--- src/charger_status_pkg.sv ---
package charger_status_pkg;
    // ****************************************
    // Register offsets
    // ****************************************
    localparam logic [7:0] LIVE_STATUS_OFS = 8'h00;
    localparam logic [7:0] FAULT_TEMP_OFS = 8'h01;
    localparam logic [7:0] EVENT_FLAG_OFS = 8'h03;

    // ****************************************
    // Field positions, live status register
    // ****************************************
    localparam int TAPER_BIT = 6;
    localparam int DONE_BIT = 5;
    localparam int ILIM_BIT = 4;
    localparam int PPATH_BIT = 3;
    localparam int VREG_BIT = 2;
    localparam int THERM_BIT = 1;
    localparam int SUPPLY_GOOD_BIT = 0;

    // ****************************************
    // Field positions, fault and temperature register
    // ****************************************
    localparam int OVP_BIT = 7;
    localparam int OCP_BIT = 5;
    localparam int UVLO_BIT = 4;
    localparam int COLD_BIT = 3;
    localparam int COOL_BIT = 2;
    localparam int WARM_BIT = 1;
    localparam int HOT_BIT = 0;

    // ****************************************
    // Reserved masks and reset values
    // ****************************************
    localparam logic [7:0] LIVE_USED_MASK = 8'h7F;
    localparam logic [7:0] FAULT_USED_MASK = 8'hBF;
    localparam logic [7:0] FLAG_RESET = 8'h00;
    localparam logic [7:0] DATA_RESET = 8'h00;
endpackage

--- src/charger_status_readback.sv ---
// Behaviour
// - Live bit 6 shows the constant-voltage taper phase.
// - Live bit 5 shows charge complete.
// - Live bit 4 shows input current limiting.
// - Live bit 3 shows power-path reduction of charge current.
// - Live bit 2 shows input voltage regulation.
// - Live bit 1 shows die thermal throttling.
// - Live bit 0 shows input supply good (above UVLO, sleep, below OVP).
// - Fault bit 7 shows input overvoltage.
// - Fault bit 5 shows battery overcurrent protection.
// - Fault bit 4 shows battery below lockout level.
// - Fault bit 2 shows thermistor cool zone.
// - Fault bit 1 shows thermistor warm zone.
// - Live status register is read-only at offset 0x0.
// - Fault register is read-only at offset 0x1, bit 6 reserved.
// - Flag register at 0x3 latches live events, cleared when read.
module charger_status_readback (
    input wire logic clk_sys, // System clock, 50 MHz
    input wire logic rstn, // Async reset, active low
    input wire logic [7:0] regAddr, // Register offset
    input wire logic regRead, // Read strobe, one cycle
    input wire logic regWrite, // Write strobe, one cycle
    input wire logic [7:0] regWdata, // Write data, ignored
    output logic [7:0] regRdata, // Read data, valid cycle after read
    input wire logic taper_phase_active, // Comparator: CV phase
    input wire logic charge_done, // Comparator: termination
    input wire logic input_current_limiting, // Comparator: ILIM loop
    input wire logic power_path_reduction_active, // Comparator: power path
    input wire logic input_voltage_regulation_active, // Comparator: VIN reg
    input wire logic die_thermal_throttle_active, // Comparator: thermal
    input wire logic input_supply_good, // Comparator: supply good
    input wire logic input_overvoltage_active, // Comparator: VIN OVP
    input wire logic battery_overcurrent_active, // Comparator: bat OCP
    input wire logic battery_undervoltage_active, // Comparator: bat UVLO
    input wire logic thermistor_cold_zone, // Comparator: cold
    input wire logic thermistor_cool_zone, // Comparator: cool
    input wire logic thermistor_warm_zone, // Comparator: warm
    input wire logic thermistor_hot_zone // Comparator: hot
);
    // ****************************************
    // Input synchronisers
    // ****************************************
    logic [13:0] rawIn;
    logic [13:0] syncA;
    logic [13:0] syncB;
    logic [13:0] syncC;
    logic [13:0] stable;
    logic [13:0] next_stable;

    assign rawIn = {
        input_overvoltage_active, battery_overcurrent_active,
        battery_undervoltage_active, thermistor_cold_zone,
        thermistor_cool_zone, thermistor_warm_zone, thermistor_hot_zone,
        taper_phase_active, charge_done, input_current_limiting,
        power_path_reduction_active, input_voltage_regulation_active,
        die_thermal_throttle_active, input_supply_good};

    // A change is accepted only once the last two stages agree
    genvar gi;
    generate
        for (gi = 0; gi < 14; gi++) begin : g_sync
            always_comb begin
                next_stable[gi] = (syncB[gi] == syncC[gi]) ? syncC[gi]
                                                           : stable[gi];
            end
            always_ff @(posedge clk_sys or negedge rstn) begin
                if (!rstn) begin
                    syncA[gi] <= 1'b0;
                    syncB[gi] <= 1'b0;
                    syncC[gi] <= 1'b0;
                    stable[gi] <= 1'b0;
                end else begin
                    syncA[gi] <= rawIn[gi];
                    syncB[gi] <= syncA[gi];
                    syncC[gi] <= syncB[gi];
                    stable[gi] <= next_stable[gi];
                end
            end
        end
    endgenerate

    // ****************************************
    // Live register images
    // ****************************************
    logic [7:0] liveStatus;
    logic [7:0] faultStatus;

    always_comb begin
        liveStatus = 8'h00;
        liveStatus[charger_status_pkg::TAPER_BIT] = stable[6];
        liveStatus[charger_status_pkg::DONE_BIT] = stable[5];
        liveStatus[charger_status_pkg::ILIM_BIT] = stable[4];
        liveStatus[charger_status_pkg::PPATH_BIT] = stable[3];
        liveStatus[charger_status_pkg::VREG_BIT] = stable[2];
        liveStatus[charger_status_pkg::THERM_BIT] = stable[1];
        liveStatus[charger_status_pkg::SUPPLY_GOOD_BIT] = stable[0];
        faultStatus = 8'h00;
        faultStatus[charger_status_pkg::OVP_BIT] = stable[13];
        faultStatus[charger_status_pkg::OCP_BIT] = stable[12];
        faultStatus[charger_status_pkg::UVLO_BIT] = stable[11];
        faultStatus[charger_status_pkg::COLD_BIT] = stable[10];
        faultStatus[charger_status_pkg::COOL_BIT] = stable[9];
        faultStatus[charger_status_pkg::WARM_BIT] = stable[8];
        faultStatus[charger_status_pkg::HOT_BIT] = stable[7];
    end

    // ****************************************
    // Event flags and read port
    // ****************************************
    logic [6:0] prevLive;
    logic [7:0] eventFlags;
    logic [7:0] next_eventFlags;
    logic [7:0] next_regRdata;
    logic [7:0] newEvents;
    logic flagRead;

    assign flagRead = regRead
        && (regAddr == charger_status_pkg::EVENT_FLAG_OFS);

    always_comb begin
        // Conditions flag on entry; supply good flags on any change
        newEvents = {1'b0, liveStatus[6:1] & ~prevLive[6:1],
                     liveStatus[0] ^ prevLive[0]};
        // An event in the reading cycle survives into the next read
        next_eventFlags = (flagRead ? charger_status_pkg::FLAG_RESET
                                    : eventFlags) | newEvents;
        next_regRdata = regRdata;
        if (regRead) begin
            case (regAddr)
                charger_status_pkg::LIVE_STATUS_OFS: begin
                    next_regRdata = liveStatus
                        & charger_status_pkg::LIVE_USED_MASK;
                end
                charger_status_pkg::FAULT_TEMP_OFS: begin
                    next_regRdata = faultStatus
                        & charger_status_pkg::FAULT_USED_MASK;
                end
                charger_status_pkg::EVENT_FLAG_OFS: begin
                    next_regRdata = eventFlags;
                end
                default: begin
                    next_regRdata = 8'h00;
                end
            endcase
        end
    end

    // Writes never reach any state here, so all offsets stay read-only
    always_ff @(posedge clk_sys or negedge rstn) begin
        if (!rstn) begin
            prevLive <= 7'h00;
            eventFlags <= charger_status_pkg::FLAG_RESET;
            regRdata <= charger_status_pkg::DATA_RESET;
        end else begin
            prevLive <= liveStatus[6:0];
            eventFlags <= next_eventFlags;
            regRdata <= next_regRdata;
        end
    end
endmodule

--- config.mk ---
export PLATFORM = sky130hd
export DESIGN_NAME = charger_status_readback
export DESIGN_NICKNAME = d
export VERILOG_FILES = /design/src/charger_status_pkg.sv /design/src/charger_status_readback.sv
export SDC_FILE = /design/constraint.sdc
export NUM_CORES = 1
export LEC_CHECK = 0
export ABC_CLOCK_PERIOD_IN_PS = 1730
export BUFFER_PORTS_ARGS = -buffer_cell sky130_fd_sc_hd__buf_4
export CORE_MARGIN = 2
export CORE_UTILIZATION = 61
export CTS_BUF_LIST = sky130_fd_sc_hd__clkbuf_8
export CTS_CLUSTER_DIAMETER = 50
export DETAILED_ROUTE_END_ITERATION = 6
export PLACE_DENSITY = 0.86
export SLEW_MARGIN = 20
export SYNTH_ARGS = -nofsm -noshare
export SYNTH_HDL_FRONTEND = slang
export SYNTH_SLANG_ARGS = --single-unit
--- constraint.sdc ---
create_clock -name clk_sys -period 1.73 [get_ports clk_sys]
set_input_delay 0.173 -clock clk_sys [delete_from_list [all_inputs] [get_ports clk_sys]]
set_output_delay 0.173 -clock clk_sys [all_outputs]
set_load 0.005 [all_outputs]
==> Flow_metrics.wiki <==
{| class="wikitable"
! Metric !! Value
|-
| Leakage component of the power || between 1 and 1.5 nW
|-
| Layout Cell Area excl Fill || approximately 3200 sq um
|-
| Maximum clock insertion buffer count || 2
|-
| Placement-stage cell area || about 2800 sq um
|-
| Total via count after detailed routing || around 1400
|-
| Die Span Y || just under 70 microns
|-
| Worst slew pin tran || ~630 ps
|-
| Count of fill cells added during filler insertion || roughly 210
|-
| Growth of design area from synthesis to finish || 26.3%
|-
| Wire length of the first global-routing pass || about 7.1 mm
|-
| Slowest-stage cell, CP || dfrtp_1
|-
| Length of the first detailed-routing pass in iterations || 4
|-
| Leading register cell type out of synthesis || dfrtp_1
|-
| Async set-reset flop share out of synthesis || 100%
|-
| Vias/cell || 5.22
|-
| GRT Residual Overflow || 0
|-
| Area enclosed by the die boundary || 4640 sq um
|-
| Post-route ant nets || 0
|-
| Avg Cell Area, Syn || approximately 17 sq um
|-
| Crit. End Element || flip-flop
|-
| Post-DP HPWL || roughly 2.9 mm
|-
| Pre-CTS setup slack || 307 ps
|-
| Time the final worst path needs with I/O delays and setup || 1100 ps
|-
| Final worst-path setup slack || between 600 and 700 ps
|-
| Clock latency reported for the late side of the worst-skew pair || around 330 ps
|-
| Final layout net count || about 240
|-
| Final Routed Wirelength || roughly 4.2 mm
|-
| Area of the core || between 3000 and 4000 sq um
|-
| Antenna diode count || 0
|-
| Wirelength per Cell || ~16 microns
|-
| Count of distinct cell types in the synthesized netlist || 22
|-
| Die X-Extent || around 68 microns
|-
| Hold slack final || around 170 ps
|-
| Clk slew on worst S/H paths || approximately 80 ps
|-
| Startpoint Class || flip-flop
|-
| Outcome || finished clean
|-
| Antenna violations before repair || 0
|-
| Fraction of final layout cells sized beyond drive strength 1 || 26.3%
|-
| Largest stage delay on the critical path || a little under 400 ps
|-
| Largest net degree at the start of global routing || 52
|-
| Number of port buffers || 32
|-
| TritonCTS sink count || 78
|-
| Power density cells || ~1100 nW/um^2
|-
| Clock tree from TritonCTS || built
|-
| Gr usage total || between 20% and 30%
|-
| Critical path fanouts, max || 2
|-
| Classification of the worst-slack hold path || primary input to flip-flop
|-
| Max-slew violation total from the final report || 0
|-
| Fraction of the yosys area taken by sequential cells || ~78%
|-
| Via count of the first global-routing pass || approximately 1500
|-
| CP cell instances || mux2_1, a22oi_1, o22ai_1
|-
| WP data arrival || about 1300 ps
|-
| Clk root buf || clkbuf_8
|-
| Number of CTS-inserted buffers || 9
|-
| Setup_tns || 0 ps
|-
| Storage cell area || 1950 sq um
|-
| Worst-case vdd ir drop || about 0.89 mV
|-
| Critical Setup Path Class || flip-flop to flip-flop
|-
| Total power || 3.50 mW
|-
| Final hold violations || 0
|-
| H-tree depth reported by CTS || 3
|-
| Number of synthesized flops with an enable pin || 0
|-
| Footprint of the multi-input gates || 490 sq um
|-
| Post-route core utilization || around four fifths
|-
| Site row count || 23
|-
| Total standard cell area after synthesis || 2510 sq um
|-
| Synthesized instance count || 148
|-
| Worst endpoint required time || between 1500 and 2000 ps
|-
| RSZ-0062 raised after global routing || no
|-
| Ports || 42
|-
| Initial core utilization || 63.2%
|-
| Final setup fails || 0
|-
| Residual DRC || 0
|-
| Peak Freq || between 900 and 1000 MHz
|-
| Placer's final routability congestion estimate || approximately 0.71
|-
| Net Count, Synth || ~180
|-
| Number of setup buffers added after CTS || 0
|-
| Number of DRC markers in iteration 0 || between 100 and 150
|-
| Warning count from the yosys run || 0
|-
| Placed Cells || 228
|-
| Worst clock skew || between 6 and 7 ps
|-
| Slew Limit Headroom || around 58%
|-
| Number of violations of the max-capacitance limit || 0
|-
| Period utilization || between 60% and 70%
|-
| Seq cells post-synth || 78
|-
| Cell Count, Final, Fillers Out || around 260
|}
==> layout by cell type, fill, tap and decap left out, types with 2 or more instances in the layout <==
cell            n
a22oi_1         6
a21o_1          2
nand3_1         2
inv_1          15
clkinv_2        3
mux2_2          3
buf_4          32
mux2_1          3
a22o_1          6
dfrtp_1        78
maj3_1         14
o22ai_1         7
clkbuf_8       11
dlygate4sd3_1  15
==> layer usage <==
layer | up-vias | global-route usage (%) | routed length, microns
li1 | 622 | - | -
met3 | 4 | 5.10 | 178
met5 | - | 0 | 0
met4 | 0 | 9.75 | 41
met2 | 34 | 35.8 | 2150
met1 | 691 | 30.1 | 1880
==> synthesized netlist by cell type, drive strengths merged, types with 2 or more instances <==
library cell / count / area [sq um]
dfrtp: 78 / 1950
inv: 14 / 52.6
maj3: 14 / 140
o22ai: 7 / 43.8
a22o: 6 / 52.6
a22oi: 6 / 45.0
mux2: 6 / 67.6
a21o: 2 / 15.0
buf: 2 / 10.0
nand3: 2 / 10.0
nor2: 2 / 10.0
==> area by class of cell <==
class                   instances  area share [%]
repair buffers                 48            13.0
well taps                      50            1.97
inverters                      14            1.66
clock buffers                  11            4.78
clock inverters                 5            1.54
multi-input cells              53            15.5
flip-flops and latches         78            61.6
==> where the power goes <==
group / switching (mW) / internal (mW)
Clock: 0.576 / 0.733
Sequential: 0.0570 / 1.92
Combinational: 0.101 / 0.111
==> logic make-up after synthesis <==
group           after synthesis  share of synthesized area, %
flops                        78                          77.8
compound gates               23                          7.68
buf+inv                      17                          2.64
fa+ha+maj                    14                          5.59
simple gates                  9                          3.24
mux                           6                          2.69
xor+xnor                      1                         0.349
==> worst paths after layout <==
kind / slack (ps) / from / depth (start not counted) / end
setup / recovery: 630 / eventFlags[1] / 3 / regRdata[1]
min in group asynchronous: 410 / rstn / 2 / syncC[3]
hold / removal: 170 / regRead / 2 / regRdata[7]
hold reg to reg: 350 / syncA[4] / 0 / syncB[4]
setup reg to reg: 630 / eventFlags[1] / 3 / regRdata[1]
max in group asynchronous: 750 / rstn / 3 / prevLive[1]
==> state kept, by name, indices dropped and copies added, names as in the netlist <==
signal,count
syncB,14
eventFlags,7
prevLive,7
syncC,14
liveStatus,7
faultStatus,7
syncA,14
regRdata,8
==> critical path, delay by kind of cell, from the launching register on <==
family          cells  cell delay, ps
mux                 1             300
compound gates      2             290
flops               1             390
==> repair_timing <==
item / in CTS / in global routing
resized for setup: 0 / 0
hold endpoints to repair: 64 / 0
hold buffers: 15 / 0
Note: power is estimated with default switching activity, not from simulation.
